## config.mk

```make
export PLATFORM = sky130hd
export DESIGN_NAME = pms_mgmt_slave
export DESIGN_NICKNAME = d
export VERILOG_FILES = /design/src/hw/pms_pkg.sv /design/src/hw/pms_regfile.sv /design/src/hw/pms_mgmt_slave.sv
export SDC_FILE = /design/constraint.sdc
export NUM_CORES = 1
export LEC_CHECK = 0
export BUFFER_PORTS_ARGS = -buffer_cell sky130_fd_sc_hd__buf_2
export CAP_MARGIN = 10
export CORE_MARGIN = 2
export CORE_UTILIZATION = 30
export DETAILED_ROUTE_END_ITERATION = 6
export GPL_TIMING_DRIVEN = 0
export SYNTH_ARGS = -nofsm -noshare
export SYNTH_HDL_FRONTEND = slang
export SYNTH_HIERARCHICAL = 1
export SYNTH_SLANG_ARGS = --single-unit
```

## constraint.sdc

```tcl
create_clock -name clk -period 4.9 [get_ports clk]
set_input_delay 0.49 -clock clk [delete_from_list [all_inputs] [get_ports clk]]
set_output_delay 0.49 -clock clk [all_outputs]
set_load 0.05 [all_outputs]
```

## src/hw/pms_pkg.sv

```systemverilog
// shared constants for the management serial slave
// assumes a single 50 MHz clock domain; MDC arrives as a plain pin
package pms_pkg;

  // register bus layout
  localparam int          PMS_AXI_AW      = 8;
  localparam logic [7:0]  PMS_CTRL_OFS    = 8'h00;
  localparam logic [7:0]  PMS_EVENT_OFS   = 8'h04;
  localparam logic [7:0]  PMS_STATUS_OFS  = 8'h08;
  localparam logic [1:0]  PMS_RESP_OKAY   = 2'h0;
  localparam logic [1:0]  PMS_RESP_SLVERR = 2'h2;

  // control register fields
  localparam int          PMS_CTRL_W      = 5;
  localparam int          PMS_BCAST_BIT   = 0;
  localparam int          PMS_MDIO_PP_BIT = 1;
  localparam int          PMS_INT_PP_BIT  = 2;
  localparam int          PMS_INT_INV_BIT = 3;
  localparam int          PMS_PRE_SKIP_BIT = 4;
  localparam logic [4:0]  PMS_CTRL_RESET  = 5'h00;

  // status register fields
  localparam int          PMS_ST_STRAP_LSB = 0;
  localparam int          PMS_ST_ISR_LSB   = 8;
  localparam int          PMS_ST_IRQ_BIT   = 24;
  localparam int          PMS_ST_CNT_LSB   = 25;
  localparam int          PMS_CNT_W        = 7;

  // management frame
  localparam int          PMS_ADDR_W      = 5;
  localparam int          PMS_DATA_W      = 16;
  localparam int          PMS_REG_COUNT   = 32;
  localparam logic [5:0]  PMS_PREAMBLE_ONES = 6'h20;
  localparam logic [1:0]  PMS_OP_READ     = 2'h2;
  localparam logic [1:0]  PMS_OP_WRITE    = 2'h1;
  localparam logic [4:0]  PMS_OP_LAST     = 5'h01;
  localparam logic [4:0]  PMS_ADDR_LAST   = 5'h04;
  localparam logic [4:0]  PMS_TA_LAST     = 5'h01;
  localparam logic [4:0]  PMS_DATA_LAST   = 5'h0f;
  localparam logic [4:0]  PMS_SKIP_START  = 5'h1d;
  localparam logic [4:0]  PMS_SKIP_OP     = 5'h1b;
  localparam logic [4:0]  PMS_BCAST_ADDR  = 5'h00;

  // interrupt registers inside the 32-entry space
  localparam logic [4:0]  PMS_IER_IDX     = 5'h1b;
  localparam logic [4:0]  PMS_ISR_IDX     = 5'h1c;
  localparam int          PMS_EV_W        = 12;
  localparam int          PMS_SUM_W       = 4;
  localparam logic [15:0] PMS_IER_RESET   = 16'h0000;

  typedef enum logic [2:0] {
    PMS_ST_IDLE  = 3'h0,
    PMS_ST_START = 3'h1,
    PMS_ST_OP    = 3'h3,
    PMS_ST_PHY   = 3'h2,
    PMS_ST_REG   = 3'h6,
    PMS_ST_TA    = 3'h7,
    PMS_ST_DATA  = 3'h5,
    PMS_ST_SKIP  = 3'h4
  } pms_state_type;

endpackage : pms_pkg

```

## src/hw/pms_regfile.sv

```systemverilog
// 32 x 16 management register store with registered read data
// assumes one write or one read request per cycle from the frame decoder
module pms_regfile
  import pms_pkg::*;
(
  input  wire logic                  clk,
  input  wire logic                  reset,
  input  wire logic                  we,
  input  wire logic [PMS_ADDR_W-1:0] waddr,
  input  wire logic [PMS_DATA_W-1:0] wdata,
  input  wire logic [PMS_ADDR_W-1:0] raddr,
  output logic      [PMS_DATA_W-1:0] rdata_q
);

  logic [PMS_DATA_W-1:0] mem [PMS_REG_COUNT];

  always_ff @(posedge clk)
  begin
    if (we)
    begin
      mem[waddr] <= wdata;
    end
  end

  always_ff @(posedge clk)
  begin
    if (reset)
    begin
      rdata_q <= '0;
    end
    else
    begin
      rdata_q <= mem[raddr];
    end
  end

endmodule : pms_regfile

```

## src/hw/pms_mgmt_slave.sv

```systemverilog
// management serial slave: frame decoder, 32-entry space, interrupt pin
// assumes MDC/MDIO and straps are asynchronous pins; AXI4-Lite on clk
//
// Notes on behaviour
// - frame is 32 ones, 01, read/write opcode
// - turnaround then sixteen data bits, device drives 0
// - respond when address equals strap value
// - five-bit register address picks one of 32
// - broadcast enable also accepts address zero
// - data pin open-drain or push-pull by control
// - start code other than 01 is ignored
// - bad start code discards entire frame
// - interrupt asserts only for enabled conditions
// - status bits set regardless of enables
// - reading status register clears most bits
// - summary status bits are read-only, uncleared
// - interrupt driver type selectable, open-drain default
// - interrupt polarity selectable, active low default
// - open-drain interrupt forced active low
//
// Decided for this implementation: the AXI4-Lite interface to the registers and the placing of the registers.
module pms_mgmt_slave
  import pms_pkg::*;
(
  input  wire logic                  clk,
  input  wire logic                  reset,
  input  wire logic [PMS_AXI_AW-1:0] s_axi_awaddr,
  input  wire logic                  s_axi_awvalid,
  output logic                       s_axi_awready,
  input  wire logic [31:0]           s_axi_wdata,
  input  wire logic [3:0]            s_axi_wstrb,
  input  wire logic                  s_axi_wvalid,
  output logic                       s_axi_wready,
  output logic [1:0]                 s_axi_bresp,
  output logic                       s_axi_bvalid,
  input  wire logic                  s_axi_bready,
  input  wire logic [PMS_AXI_AW-1:0] s_axi_araddr,
  input  wire logic                  s_axi_arvalid,
  output logic                       s_axi_arready,
  output logic [31:0]                s_axi_rdata,
  output logic [1:0]                 s_axi_rresp,
  output logic                       s_axi_rvalid,
  input  wire logic                  s_axi_rready,
  input  wire logic                  mdc,
  input  wire logic                  mdio_in,
  output logic                       mdio_out,
  output logic                       mdio_oe,
  input  wire logic [PMS_ADDR_W-1:0] station_address_strap,
  input  wire logic [PMS_EV_W-1:0]   event_pulse,
  input  wire logic [PMS_SUM_W-1:0]  summary_src,
  output logic                       irq_out,
  output logic                       irq_oe
);

  // pin synchronisers
  logic                  mdc_s1_q, mdc_s2_q, mdc_s3_q;
  logic                  mdio_s1_q, mdio_s2_q;
  logic [PMS_ADDR_W-1:0] strap_s1_q, strap_s2_q, strap_q;

  always_ff @(posedge clk)
  begin
    mdc_s1_q   <= mdc;
    mdc_s2_q   <= mdc_s1_q;
    mdc_s3_q   <= mdc_s2_q;
    mdio_s1_q  <= mdio_in;
    mdio_s2_q  <= mdio_s1_q;
    strap_s1_q <= station_address_strap;
    strap_s2_q <= strap_s1_q;
  end

  // strap caught while reset is held, kept afterwards
  always_ff @(posedge clk)
  begin
    if (reset)
    begin
      strap_q <= strap_s2_q;
    end
  end

  wire logic mdc_rise = mdc_s2_q & ~mdc_s3_q;
  wire logic bit_in   = mdio_s2_q;

  // control register
  logic [PMS_CTRL_W-1:0] ctrl_q;
  wire logic bcast_en  = ctrl_q[PMS_BCAST_BIT];
  wire logic mdio_pp   = ctrl_q[PMS_MDIO_PP_BIT];
  wire logic int_pp    = ctrl_q[PMS_INT_PP_BIT];
  wire logic pre_skip  = ctrl_q[PMS_PRE_SKIP_BIT];
  wire logic inv_eff   = ctrl_q[PMS_INT_INV_BIT] & int_pp;

  // frame decoder
  pms_state_type         state_q, state_d;
  logic [4:0]            cnt_q, cnt_d;
  logic [5:0]            ones_q, ones_d;
  logic [PMS_DATA_W-1:0] shift_q, tx_q;
  logic [PMS_ADDR_W-1:0] phy_q, reg_q;
  logic                  is_read_q, match_q, drive_q, out_bit_q;
  logic [PMS_CNT_W-1:0]  served_q;

  wire logic [PMS_DATA_W-1:0] shift_nx = {shift_q[PMS_DATA_W-2:0], bit_in};
  wire logic [1:0] op_code  = {shift_q[0], bit_in};
  wire logic       op_ok    = (op_code == PMS_OP_READ) || (op_code == PMS_OP_WRITE);
  wire logic       pre_ok   = (ones_q == PMS_PREAMBLE_ONES) || (pre_skip && ones_q != 6'h00);
  wire logic       last_bit = (cnt_q == 5'h00);
  wire logic [PMS_ADDR_W-1:0] reg_nx = shift_nx[PMS_ADDR_W-1:0];
  wire logic addr_hit = (phy_q == strap_q) || (bcast_en && phy_q == PMS_BCAST_ADDR);

  always_comb
  begin
    state_d = state_q;
    cnt_d   = cnt_q;
    ones_d  = ones_q;
    if (mdc_rise)
    begin
      cnt_d = cnt_q - 5'h01;
      unique case (state_q)
        PMS_ST_IDLE:
        begin
          if (bit_in)
          begin
            ones_d = (ones_q == PMS_PREAMBLE_ONES) ? ones_q : ones_q + 6'h01;
          end
          else
          begin
            ones_d = 6'h00;
            if (pre_ok)
            begin
              state_d = PMS_ST_START;
            end
          end
        end
        PMS_ST_START:
        begin
          state_d = bit_in ? PMS_ST_OP : PMS_ST_SKIP;
          cnt_d   = bit_in ? PMS_OP_LAST : PMS_SKIP_START;
        end
        PMS_ST_OP:
        begin
          if (last_bit)
          begin
            state_d = op_ok ? PMS_ST_PHY : PMS_ST_SKIP;
            cnt_d   = op_ok ? PMS_ADDR_LAST : PMS_SKIP_OP;
          end
        end
        PMS_ST_PHY:
        begin
          if (last_bit)
          begin
            state_d = PMS_ST_REG;
            cnt_d   = PMS_ADDR_LAST;
          end
        end
        PMS_ST_REG:
        begin
          if (last_bit)
          begin
            state_d = PMS_ST_TA;
            cnt_d   = PMS_TA_LAST;
          end
        end
        PMS_ST_TA:
        begin
          if (last_bit)
          begin
            state_d = PMS_ST_DATA;
            cnt_d   = PMS_DATA_LAST;
          end
        end
        PMS_ST_DATA, PMS_ST_SKIP:
        begin
          if (last_bit)
          begin
            state_d = PMS_ST_IDLE;
          end
        end
      endcase
    end
  end

  always_ff @(posedge clk)
  begin
    if (reset)
    begin
      state_q <= PMS_ST_IDLE;
      cnt_q   <= 5'h00;
      ones_q  <= 6'h00;
      shift_q <= '0;
    end
    else
    begin
      state_q <= state_d;
      cnt_q   <= cnt_d;
      ones_q  <= ones_d;
      if (mdc_rise)
      begin
        shift_q <= shift_nx;
      end
    end
  end

  // field capture and decode strobes
  wire logic rise_op   = mdc_rise && state_q == PMS_ST_OP && last_bit;
  wire logic rise_phy  = mdc_rise && state_q == PMS_ST_PHY && last_bit;
  wire logic rise_reg  = mdc_rise && state_q == PMS_ST_REG && last_bit;
  wire logic rise_ta1  = mdc_rise && state_q == PMS_ST_TA && !last_bit;
  wire logic rise_end  = mdc_rise && state_q == PMS_ST_DATA && last_bit;
  wire logic rd_serve  = rise_ta1 && is_read_q && match_q;
  wire logic shift_out = mdc_rise && drive_q && !(state_q == PMS_ST_DATA && last_bit);
  wire logic wr_apply  = rise_end && !is_read_q && match_q;
  wire logic isr_clr   = rd_serve && reg_q == PMS_ISR_IDX;

  always_ff @(posedge clk)
  begin
    if (reset)
    begin
      is_read_q <= 1'b0;
      phy_q     <= '0;
      reg_q     <= '0;
      match_q   <= 1'b0;
    end
    else
    begin
      if (rise_op)
      begin
        is_read_q <= (op_code == PMS_OP_READ);
      end
      if (rise_phy)
      begin
        phy_q <= shift_nx[PMS_ADDR_W-1:0];
      end
      if (rise_reg)
      begin
        reg_q   <= reg_nx;
        match_q <= addr_hit;
      end
    end
  end

  // register store and interrupt registers
  logic [PMS_DATA_W-1:0] mem_rdata;
  logic [PMS_DATA_W-1:0] ier_q;
  logic [PMS_EV_W-1:0]   isr_q;
  logic [PMS_EV_W-1:0]   set_vec;
  wire logic [PMS_DATA_W-1:0] isr_view = {summary_src, isr_q};
  wire logic mem_we = wr_apply && reg_q != PMS_IER_IDX && reg_q != PMS_ISR_IDX;
  wire logic [PMS_DATA_W-1:0] rd_mux = (reg_q == PMS_IER_IDX) ? ier_q :
                                       (reg_q == PMS_ISR_IDX) ? isr_view : mem_rdata;

  pms_regfile u_regfile (
    .clk     (clk),
    .reset   (reset),
    .we      (mem_we),
    .waddr   (reg_q),
    .wdata   (shift_nx),
    .raddr   (reg_q),
    .rdata_q (mem_rdata)
  );

  // serial output: zero in second turnaround bit, then data msb first
  always_ff @(posedge clk)
  begin
    if (reset)
    begin
      drive_q   <= 1'b0;
      out_bit_q <= 1'b1;
      tx_q      <= '0;
      ier_q     <= PMS_IER_RESET;
      served_q  <= '0;
    end
    else
    begin
      if (rd_serve)
      begin
        drive_q   <= 1'b1;
        out_bit_q <= 1'b0;
        tx_q      <= rd_mux;
      end
      else if (shift_out)
      begin
        out_bit_q <= tx_q[PMS_DATA_W-1];
        tx_q      <= {tx_q[PMS_DATA_W-2:0], 1'b0};
      end
      else if (rise_end)
      begin
        drive_q   <= 1'b0;
        out_bit_q <= 1'b1;
      end
      if (wr_apply && reg_q == PMS_IER_IDX)
      begin
        ier_q <= shift_nx;
      end
      if (rise_end && match_q)
      begin
        served_q <= served_q + 7'h01;
      end
    end
  end

  // pin drive, open-drain unless push-pull selected
  always_ff @(posedge clk)
  begin
    if (reset)
    begin
      mdio_out <= 1'b0;
      mdio_oe  <= 1'b0;
    end
    else
    begin
      mdio_out <= mdio_pp & out_bit_q;
      mdio_oe  <= drive_q & (mdio_pp | ~out_bit_q);
    end
  end

  // sticky status bits, set wins over clear-on-read
  genvar gi;
  generate
    for (gi = 0; gi < PMS_EV_W; gi++)
    begin : g_sticky
      always_ff @(posedge clk)
      begin
        if (reset)
        begin
          isr_q[gi] <= 1'b0;
        end
        else if (set_vec[gi])
        begin
          isr_q[gi] <= 1'b1;
        end
        else if (isr_clr)
        begin
          isr_q[gi] <= 1'b0;
        end
      end
    end
  endgenerate

  wire logic irq_act = |(isr_view & ier_q);

  always_ff @(posedge clk)
  begin
    if (reset)
    begin
      irq_out <= 1'b0;
      irq_oe  <= 1'b0;
    end
    else
    begin
      irq_out <= int_pp & (inv_eff ? irq_act : ~irq_act);
      irq_oe  <= int_pp | irq_act;
    end
  end

  // AXI4-Lite slave
  logic                  aw_held_q, w_held_q;
  logic [PMS_AXI_AW-1:0] awaddr_q;
  logic [31:0]           wdata_q;
  logic [3:0]            wstrb_q;

  assign s_axi_awready = ~aw_held_q & ~s_axi_bvalid;
  assign s_axi_wready  = ~w_held_q & ~s_axi_bvalid;
  assign s_axi_arready = ~s_axi_rvalid;

  wire logic wr_go    = aw_held_q & w_held_q & ~s_axi_bvalid;
  wire logic wr_ctrl  = awaddr_q[7:2] == PMS_CTRL_OFS[7:2];
  wire logic wr_event = awaddr_q[7:2] == PMS_EVENT_OFS[7:2];
  wire logic [PMS_EV_W-1:0] ev_mask = {{4{wstrb_q[1]}}, {8{wstrb_q[0]}}};
  assign set_vec = event_pulse |
                   ({PMS_EV_W{wr_go & wr_event}} & wdata_q[PMS_EV_W-1:0] & ev_mask);

  wire logic rd_ctrl   = s_axi_araddr[7:2] == PMS_CTRL_OFS[7:2];
  wire logic rd_status = s_axi_araddr[7:2] == PMS_STATUS_OFS[7:2];
  wire logic [31:0] status_word = {served_q, irq_act, isr_view, 3'h0, strap_q};
  wire logic [31:0] rd_word = rd_ctrl   ? {27'h000_0000, ctrl_q} :
                              rd_status ? status_word : 32'h0000_0000;

  always_ff @(posedge clk)
  begin
    if (reset)
    begin
      aw_held_q    <= 1'b0;
      w_held_q     <= 1'b0;
      awaddr_q     <= '0;
      wdata_q      <= '0;
      wstrb_q      <= '0;
      s_axi_bvalid <= 1'b0;
      s_axi_bresp  <= PMS_RESP_OKAY;
      ctrl_q       <= PMS_CTRL_RESET;
    end
    else
    begin
      if (s_axi_awvalid && s_axi_awready)
      begin
        aw_held_q <= 1'b1;
        awaddr_q  <= s_axi_awaddr;
      end
      else if (wr_go)
      begin
        aw_held_q <= 1'b0;
      end
      if (s_axi_wvalid && s_axi_wready)
      begin
        w_held_q <= 1'b1;
        wdata_q  <= s_axi_wdata;
        wstrb_q  <= s_axi_wstrb;
      end
      else if (wr_go)
      begin
        w_held_q <= 1'b0;
      end
      if (wr_go)
      begin
        s_axi_bvalid <= 1'b1;
        s_axi_bresp  <= (wr_ctrl || wr_event) ? PMS_RESP_OKAY : PMS_RESP_SLVERR;
      end
      else if (s_axi_bready)
      begin
        s_axi_bvalid <= 1'b0;
      end
      if (wr_go && wr_ctrl && wstrb_q[0])
      begin
        ctrl_q <= wdata_q[PMS_CTRL_W-1:0];
      end
    end
  end

  always_ff @(posedge clk)
  begin
    if (reset)
    begin
      s_axi_rvalid <= 1'b0;
      s_axi_rdata  <= '0;
      s_axi_rresp  <= PMS_RESP_OKAY;
    end
    else if (s_axi_arvalid && s_axi_arready)
    begin
      s_axi_rvalid <= 1'b1;
      s_axi_rdata  <= rd_word;
      s_axi_rresp  <= (rd_ctrl || rd_status) ? PMS_RESP_OKAY : PMS_RESP_SLVERR;
    end
    else if (s_axi_rready)
    begin
      s_axi_rvalid <= 1'b0;
    end
  end
endmodule : pms_mgmt_slave

```

; ---- Yosys cells after proc, flatten, opt, wreduce, memory -nomap -nowiden
; Memories as Yosys holds them, arrays and structs flattened. A register that Yosys moved wholly into a read port is not among the register bits.
; Cells that the tools add are included.
[totals]
ff_bits = 185
mem_bits_rw = 512
inputBits = 82
out_inout_bits = 45
elab_cells = 224
memories = 1
[classes]
n_addsub = 3
eq_ne = 26
mux = 56
bitwise = 23
reduce_logical = 67
[mem_list]
columns = name, words, word_bits, read_ports, rd_ports_with_merged_regs, write_ports, line_no
row1 = u_regfile.mem, 32, 16, 1, 1, 1, pms_regfile.sv:15  ; logic [PMS_DATA_W-1:0] mem [PMS_REG_COUNT];
[op_table]
columns = cell, n
row1 = $mux W16, 4
row2 = $mux W32, 2
row3 = $reduce_bool A2 Y1, 18
row4 = $mux W5, 6
row5 = $logic_and A1 B1 Y1, 29
row6 = $mux W1, 29
row7 = $mux W3, 9
row8 = $pmux W5 S5, 1
row9 = $and A12 B12 Y12, 2
row10 = $pmux W3 S7, 1
row11 = $ne A2 B2 Y1 const B, 9
row12 = $and A16 B16 Y16, 1
row13 = $reduce_or A16 Y1, 1
row14 = $eq A3 B3 Y1 const B, 4
row15 = $logic_not A6 Y1, 2
row16 = $mux W6, 2
row17 = $or A12 B12 Y12, 1
row18 = $and A1 B1 Y1, 10
row19 = $eq A5 B5 Y1 const B, 2
row20 = $logic_not A5 Y1, 2
row21 = $ne A5 B5 Y1 const B, 2
row22 = $reduce_and A8 Y1, 1
row23 = $add A7 B1 Y7 const B, 1
row24 = $not A1 Y1, 7
row25 = other kinds (20), 29

; ---- Logic depth before layout (Yosys ltp)
; Gate-level depths: netlist of run 1.
[logic_depth]
depth_word = 10
ltp_mapped = 9

; ---- By module
; Netlist of run 1, hierarchy kept.
[by_module_without_submodules]
columns = module, instances, cells_per_inst, area_each_um2
row1 = pms_regfile, 1, 892, 20099.3
row2 = pms_mgmt_slave, 1, 832, 7329.5

; ---- Worst setup path after synthesis of run 1
; Ideal clock, no wire load.
[synth_path]
path_kind = flip-flop to flip-flop
startpoint = register reg_q[3]
endpoint = memory u_regfile.mem[28][0], enable pin
arrival_ns = 2.781
required_ns = 4.512
slack_ns = 1.731
path_stages_with_launch = 10
cell_sequence = dfxtp_1 > nand2_1 > or3_1 > clkbuf_1 > clkbuf_1 > nand2_1 > nor3_1 > or3b_2 > clkbuf_1 > nor2_1
[synth_via]
elab_chain_len = 5
word_cells_on_any_way = 6
[synth_rtl]
columns = element, line_no
row1 = start: declaration, pms_mgmt_slave.sv:96  ; logic [PMS_ADDR_W-1:0] phy_q, reg_q;
row2 = start signal: assignment, pms_mgmt_slave.sv:233  ; reg_q <= reg_nx;
row3 = $ne A5 B5 Y1, pms_mgmt_slave.sv:245  ; wire logic mem_we = wr_apply && reg_q != PMS_IER_IDX && reg_q != PMS_ISR_IDX;
row4 = $logic_and A1 B1 Y1, pms_mgmt_slave.sv:245
row5 = $logic_and A1 B1 Y1 *, pms_mgmt_slave.sv:245
row6 = via mem_we, pms_mgmt_slave.sv:245
row7 = $mux W1 *, pms_regfile.sv:19  ; if (we)
row8 = $mux W1 (not written as such) *, pms_regfile.sv:21  ; mem[waddr] <= wdata;
row9 = end: declaration, pms_regfile.sv:15
; The timed path passes the listed nets; every way through them passes the cells marked *.

; ---- Final worst setup path of run 1
[layout_path]
startpoint = register reg_q[3]
endpoint = memory u_regfile.mem[16][3], enable pin
; Same word-level chain as after synthesis.

==> flow_metrics.env, run 1 <==
export IMPL_status="completed"
export IMPL_synthArstFlopShare=0
export IMPL_io_pins=127
export IMPL_r2r_start="reg_q[3]"
export IMPL_h_tree_depth=3
export IMPL_grt_ovfl_total=0
export IMPL_synth_xor_area_share=0.00575
export IMPL_vdd_ir_drop_worst_mv=0.225
export IMPL_synth_adder_area_share=0.00228
export IMPL_clock_path_buffers=3
export IMPL_cap_violations=0
export IMPL_cellLeakagePower_nw=11.0
export IMPL_cts_sinks=706
export IMPL_finalPower_w=0.0121
export IMPL_synth_mux_area_frac=0.132
export IMPL_grt_pass1_wl_um=103000
export IMPL_dp_slack_ns=0.716
export IMPL_rows=110
export IMPL_setup_viol=0
export IMPL_antenna_found_initial=1
export IMPL_worst_pin_slew_ns=1.07
export IMPL_ctsRootBufferMaster="clkbuf_16"
export IMPL_drt_first_pass_iters=6
export IMPL_diodes=0
export IMPL_rsz0062_at_grt="false"
export IMPL_p_per_area_nw_per_um2=373
export IMPL_yosysSeqAreaShare=0.704
export IMPL_synth_seq_cells=706
export IMPL_syn_inst=1724
export IMPL_setup_tns_ns=0
export IMPL_core_area_um2=90300
export IMPL_yosys_area_share_simple=0.0724
export IMPL_ff2ff_setup_slack_ns=0.60
export IMPL_cts_tree="yes"
export IMPL_setup_ws_ns=0.604
export IMPL_relSlewSlack=0.286
export IMPL_clk_pin_slew_ns=0.06
export IMPL_hold_end="wdata_q[9]"
export IMPL_synth_top_family_by_area="multiplexers"
export IMPL_die_width_um=306
export IMPL_synth_compound_area_frac=0.0587
export IMPL_post_cts_buffers=0
export IMPL_synth_ff_type="edfxtp_1"
export IMPL_crit_path_end_kind="register"
export IMPL_syn_area_per_cell_um2=15.9
export IMPL_clkLatencyLatePin_ns=0.61
export IMPL_routabilityCongestion=1.01
export IMPL_cp_arrival_ns=4.53
export IMPL_drive_above_1_share=0.223
export IMPL_critPathMaxFanout=16
export IMPL_worstReg2RegEnd="u_regfile/mem[16][3]"
export IMPL_area_delta_synth_final_pct=18.5
export IMPL_slew_viol_final=0
export IMPL_min_path_cells=3
export IMPL_period_minus_slack_ns=4.30
export IMPL_netlist_area_um2=27400
export IMPL_fmax_ghz=0.233
export IMPL_synth_warnings=6
export IMPL_drc=0
export IMPL_hp_class="in2reg"
export IMPL_fp_dieH_um=306
export IMPL_drtIter0Drc=1537
export IMPL_start_util=0.304
export IMPL_drtAntennaViolNets=0
export IMPL_finClkSkew_ns=0.0232
export IMPL_grtUsageTotal=0.146
export IMPL_final_nets=2026
export IMPL_hold_viol=0
export IMPL_hpwl_um=47500
export IMPL_port_buffers=94
export IMPL_grt_max_degree=39
export IMPL_fill_cells=8472
export IMPL_grt_pass1_vias=16400
export IMPL_vias=16000
export IMPL_drt_total_wl_um=69600
export IMPL_critical_path_class="reg2reg"
export IMPL_yosysUniqueCellTypes=66
export IMPL_r2r_cells=9
export IMPL_worst_endpoint_required_ns=5.13
export IMPL_synth_edf_count=517
export IMPL_period_share=0.877
export IMPL_cts_buffers=74
export IMPL_viasPerCell=5.05
export IMPL_start_kind="register"
export IMPL_die_area_um2=93900
export IMPL_wl_per_cell_um=22.0
export IMPL_hold_start="s_axi_wdata[9]"
-- where the power goes --
group	internal [W]	switching [W]	total, W
combinational	0.0000861	0.000167	0.000253
clock	0.00319	0.00225	0.00544
sequential	0.00638	0.0000495	0.00643
-- per-stage QoR --
stage               cells  hold WS, ns  instance area [µm²]  utilization
global route         3171        0.123                32500        0.360
floorplan            1728        0.310                27400            -
CTS                  3169       0.0998                32400        0.359
global placement     2998        0.311                29400        0.325
detailed placement   3030        0.313                30000        0.332
finish               3171        0.127                32500        0.360
-- worst max-delay path by stage --
| stage | startpoint | to | slack, ns | depth (start not counted) |
|---|---|---|---|---|
| after global routing | reg_q[3] | u_regfile/mem[16][13] | 0.39 | 9 |
| after global placement | reg_q[3] | u_regfile/mem[12][5] | 0.22 | 9 |
| final | reg_q[3] | u_regfile/mem[16][3] | 0.60 | 9 |
| after detailed placement | reg_q[3] | u_regfile/mem[16][5] | 0.72 | 9 |
| after floorplan | reg_q[3] | u_regfile/mem[28][0] | 1.73 | 9 |
| after CTS | reg_q[3] | u_regfile/mem[16][13] | 0.71 | 9 |
-- sequential cells by signal (all words and copies together), names as in the netlist, 7 cells and up --
register	count
s_axi_rdata	29
tx_q	16
wdata_q	12
served_q	7
isr_q	12
ier_q	16
u_regfile/mem	512
shift_q	15
u_regfile/rdata_q	16
-- layout make-up --
| class | count | area (µm²) | area share |
|---|---|---|---|
| Clock inverter | 34 | 329 | 0.0101 |
| Clock buffer | 98 | 2030 | 0.0625 |
| Inverter | 12 | 45.0 | 0.00139 |
| Sequential cell | 706 | 19300 | 0.594 |
| Tap cell | 1176 | 1470 | 0.0453 |
| Buffer | 111 | 626 | 0.0192 |
| Timing Repair Buffer | 135 | 1140 | 0.0351 |
| Multi-Input combinational cell | 899 | 7540 | 0.232 |
-- what timing repair did --
item,4_1_cts,5_1_grt
gates resized for setup,0,0
hold endpoints to repair,7,0
hold buffers,7,0
-- cell families after synthesis --
logic type | Yosys count
DFF | 706
xor gates and xnor gates | 18
muxes | 219
AOI/OAI and AO/OA | 221
other | 1
adders and majority gates | 5
buffers and inverters | 123
and+or+nand+nor | 431
-- per-layer routing --
metal	global-route usage	up-vias	part of all wire
met1	0.187	8253	0.41
met4	0.0495	0	0.026
met3	0.0283	115	0.068
met2	0.249	536	0.50
li1	-	7112	-
met5	0	-	0
-- cell usage after synthesis, types with 4 or more instances --
cell / count / share of area
mux4_2: 103 / 0.085
nor2_1: 171 / 0.023
edfxtp_1: 517 / 0.57
a31oi_1: 21 / 0.0048
or3_1: 21 / 0.0048
clkbuf_1: 47 / 0.0064
nor3_1: 9 / 0.0016
a21oi_1: 44 / 0.0080
xnor2_1: 6 / 0.0019
o2111ai_1: 6 / 0.0019
nand3b_1: 7 / 0.0019
a221oi_1: 17 / 0.0054
xor2_1: 12 / 0.0038
nand2b_1: 7 / 0.0016
buf_6: 4 / 0.0016
buf_1: 9 / 0.0012
mux4_1: 9 / 0.0086
o21ai_0: 20 / 0.0036
nor3b_1: 5 / 0.0014
and3_1: 5 / 0.0011
nor2b_1: 18 / 0.0041
nand3_1: 10 / 0.0018
buf_12: 4 / 0.0029
dfxtp_1: 189 / 0.14
nand4_1: 6 / 0.0014
a22o_1: 4 / 0.0013
a22oi_1: 48 / 0.013
mux2i_1: 104 / 0.038
inv_1: 11 / 0.0015
ha_1: 5 / 0.0023
buf_2: 31 / 0.0057
a311oi_1: 16 / 0.0051
a221o_1: 24 / 0.0088
nand2_1: 148 / 0.020
buf_4: 14 / 0.0038
-- worst max-delay path, stage by stage, from the launching register on --
cell	delay, ns
dfxtp_1	0.52
nand2_1	0.22
or3_1	0.12
clkbuf_1	0.28
clkbuf_1	0.40
nand2_1	0.19
nor3_1	0.47
or3b_2	0.49
clkbuf_1	0.31
nor2_2	0.90
-- cell usage in the layout, fill, tap and decap left out, types with 25 or more instances in the layout --
master     netlist  layout
buf_2           31     125
a22oi_1         48      48
buf_8            2      25
mux2i_1        104     104
nor2_1         171     139
edfxtp_1       517     517
clkbuf_16        0      76
clkbuf_1        47      63
nor2_2           0      32
mux4_2         103     103
a21oi_1         44      44
nand2_1        148     148
dfxtp_1        189     181
(Power assumes the default switching activity.)
==> run 2, diff against run 1 <==
--- a/config.mk
+++ b/config.mk
@@ -11,6 +11,7 @@
 export CORE_UTILIZATION = 30
 export DETAILED_ROUTE_END_ITERATION = 6
 export GPL_TIMING_DRIVEN = 0
+export SLEW_MARGIN = 20
 export SYNTH_ARGS = -nofsm -noshare
 export SYNTH_HDL_FRONTEND = slang
 export SYNTH_HIERARCHICAL = 1
==> constraint.sdc (replaced) <==
create_clock -name clk -period 4.59 [get_ports clk]
set_input_delay 0.459 -clock clk [delete_from_list [all_inputs] [get_ports clk]]
set_output_delay 0.459 -clock clk [all_outputs]
set_load 0.05 [all_outputs]
==> run 2 against run 1 <==
Effect of this change: power up 8.8%; fmax increased by 4.1%; non-clock buffer count rose by 4; sequential power up 6.7%; combinational power up 12%; hold slack worse by 0.025 ns; first-iteration DRC count down 3.8%; final area grew 0.39%; critical path depth grew 1; utilization rose by 0.14 points; global-route usage up 0.058 points; flip-flop and latch count unchanged.
==> flow_metrics.env, run 2 (synthesized netlist as in run 1, its figures left out) <==
export IMPL_status="completed"
export IMPL_crit_path_end_kind="register"
export IMPL_p_switching_w=0.00266
export IMPL_setup_viol=0
export IMPL_rsz0062_at_grt="false"
export IMPL_drt_first_pass_iters=5
export IMPL_io_pins=127
export IMPL_clkLatencyLatePin_ns=0.61
export IMPL_cts_sinks=706
export IMPL_period_share=0.899
export IMPL_combPwrFrac=0.022
export IMPL_wl_per_cell_um=22.0
export IMPL_top_regs="u_regfile/mem x512, s_axi_rdata x29"
export IMPL_drt_total_wl_um=69800
export IMPL_clk_pin_slew_ns=0.06
export IMPL_worst_pin_slew_ns=0.846
export IMPL_cap_violations=0
export IMPL_post_route_util=0.361
export IMPL_p_sw_frac=0.202
export IMPL_crit_top_cell="clkbuf_1"
export IMPL_fmax_ghz=0.242
export IMPL_vdd_ir_drop_worst_mv=0.211
export IMPL_grt_pass1_vias=16400
export IMPL_period_minus_slack_ns=4.13
export IMPL_slew_viol_final=0
export IMPL_dp_cells=3036
export IMPL_hpwl_um=48000
export IMPL_cellLeakagePower_nw=11.1
export IMPL_port_buffers=94
export IMPL_die_area_um2=93900
export IMPL_crit_path_top_delay_cell="nor2_2"
export IMPL_intPower_w=0.0105
export IMPL_viasPerCell=5.12
export IMPL_cts_tree="yes"
export IMPL_top_register="u_regfile/mem"
export IMPL_worst_endpoint_required_ns=4.91
export IMPL_p_seq_frac=0.519
export IMPL_drc=0
export IMPL_core_area_um2=90300
export IMPL_critical_path_class="reg2reg"
export IMPL_mostFrequentLayoutCells="edfxtp_1, dfxtp_1, nand2_1, nor2_1, buf_2"
export IMPL_finClkSkew_ns=0.0290
export IMPL_fp_dieH_um=306
export IMPL_cp_arrival_ns=4.45
export IMPL_largest_reg_flops=512
export IMPL_drtIter0Drc=1478
export IMPL_start_util=0.304
export IMPL_diodes=0
export IMPL_relSlewSlack=0.436
export IMPL_critPathMaxFanout=14
export IMPL_pwr_share_clk=0.459
export IMPL_antenna_found_initial=1
export IMPL_grt_pass1_wl_um=104000
export IMPL_drive_above_1_share=0.229
export IMPL_ctsRootBufferMaster="clkbuf_16"
export IMPL_critical_path_max_stage_delay_ns=0.62
export IMPL_hold_viol=0
export IMPL_rows=110
export IMPL_routabilityCongestion=1.01
export IMPL_fill_cells=8438
export IMPL_die_width_um=306
export IMPL_area_delta_synth_final_pct=19.0
export IMPL_crit_path_cell_trace="nand2_1 -> or3_1 -> clkbuf_1 -> clkbuf_1 -> nand2_1 -> nor3_1 -> or3b_2 -> clkbuf_1 -> nor2_2 -> buf_8"
export IMPL_h_tree_depth=3
export IMPL_layout_cells_non_filler=3175
export IMPL_mostFrequentLayoutCell="edfxtp_1"
export IMPL_whs_ns=0.102
export IMPL_grtUsageTotal=0.147
export IMPL_grt_max_degree=38
export IMPL_start_kind="register"
export IMPL_grt_ovfl_total=0
export IMPL_vias=16300
export IMPL_cts_buffers=72
export IMPL_p_per_area_nw_per_um2=405
export IMPL_clock_path_buffers=3
export IMPL_drtAntennaViolNets=0
export IMPL_final_nets=2028
export IMPL_hp_class="in2reg"
export IMPL_post_cts_buffers=0
## run 2: cell type report
cell class,instances,area [µm²],area share
Inverter,12,45.0,0.00138
Tap cell,1176,1470,0.0451
Clock buffer,93,2020,0.0618
Clock inverter,39,463,0.0142
Multi-Input combinational cell,899,7540,0.231
Timing Repair Buffer,139,1140,0.0349
Sequential cell,706,19300,0.592
Buffer,111,626,0.0192
## run 2: worst max-delay path: cells and delay by family (launching register included)
kind	cells	cell delay, ns
DFF	1	0.49
buffers and inverters	4	1.22
and+or+nand+nor	6	2.12
## run 2: per-stage QoR
step	instance area [µm²]	setup TNS [ns]	power, W	setup slack [ns]
after global placement	29400	-6.09	0.00725	-0.0921
after floorplan	27400	0	0.00714	1.42
after global routing	32600	0	0.0136	0.193
after detailed placement	30100	0	0.00727	0.503
final	32600	0	0.0132	0.462
after CTS	32600	0	0.0133	0.500
## run 2: final timing paths
check	from	end	slack, ns	cells past startpoint
max	reg_q[3]	u_regfile/mem[12][1]	0.46	10
max reg2reg	reg_q[3]	u_regfile/mem[12][1]	0.46	10
min reg2reg	strap_s1_q[3]	strap_s2_q[3]	0.33	0
min	s_axi_wdata[9]	wdata_q[9]	0.10	3
## run 2: repair_timing
item | CTS | global route
resized for setup | 0 | 0
endpoints found under the hold margin | 7 | 0
hold buffers | 7 | 0
## run 2: layer usage
layer | GRT usage | routed length [µm] | vias up
li1 | - | - | 7132
met5 | 0 | 0 | -
met1 | 0.189 | 28800 | 8491
met4 | 0.0423 | 1460 | 0
met3 | 0.0281 | 4620 | 109
met2 | 0.252 | 34900 | 533
## run 2: power by group through the flow
| stage | combinational (W) | sequential [W] | clock [W] |
|---|---|---|---|
| 3_5_place_dp | 0.000274 | 0.00699 | 0 |
| 3_3_place_gp | 0.000256 | 0.00700 | 0 |
| 2_1_floorplan | 0.000158 | 0.00698 | 0 |
| 4_1_cts | 0.000280 | 0.00685 | 0.00617 |
| 5_1_grt | 0.000305 | 0.00686 | 0.00644 |
| 6_report | 0.000284 | 0.00686 | 0.00606 |
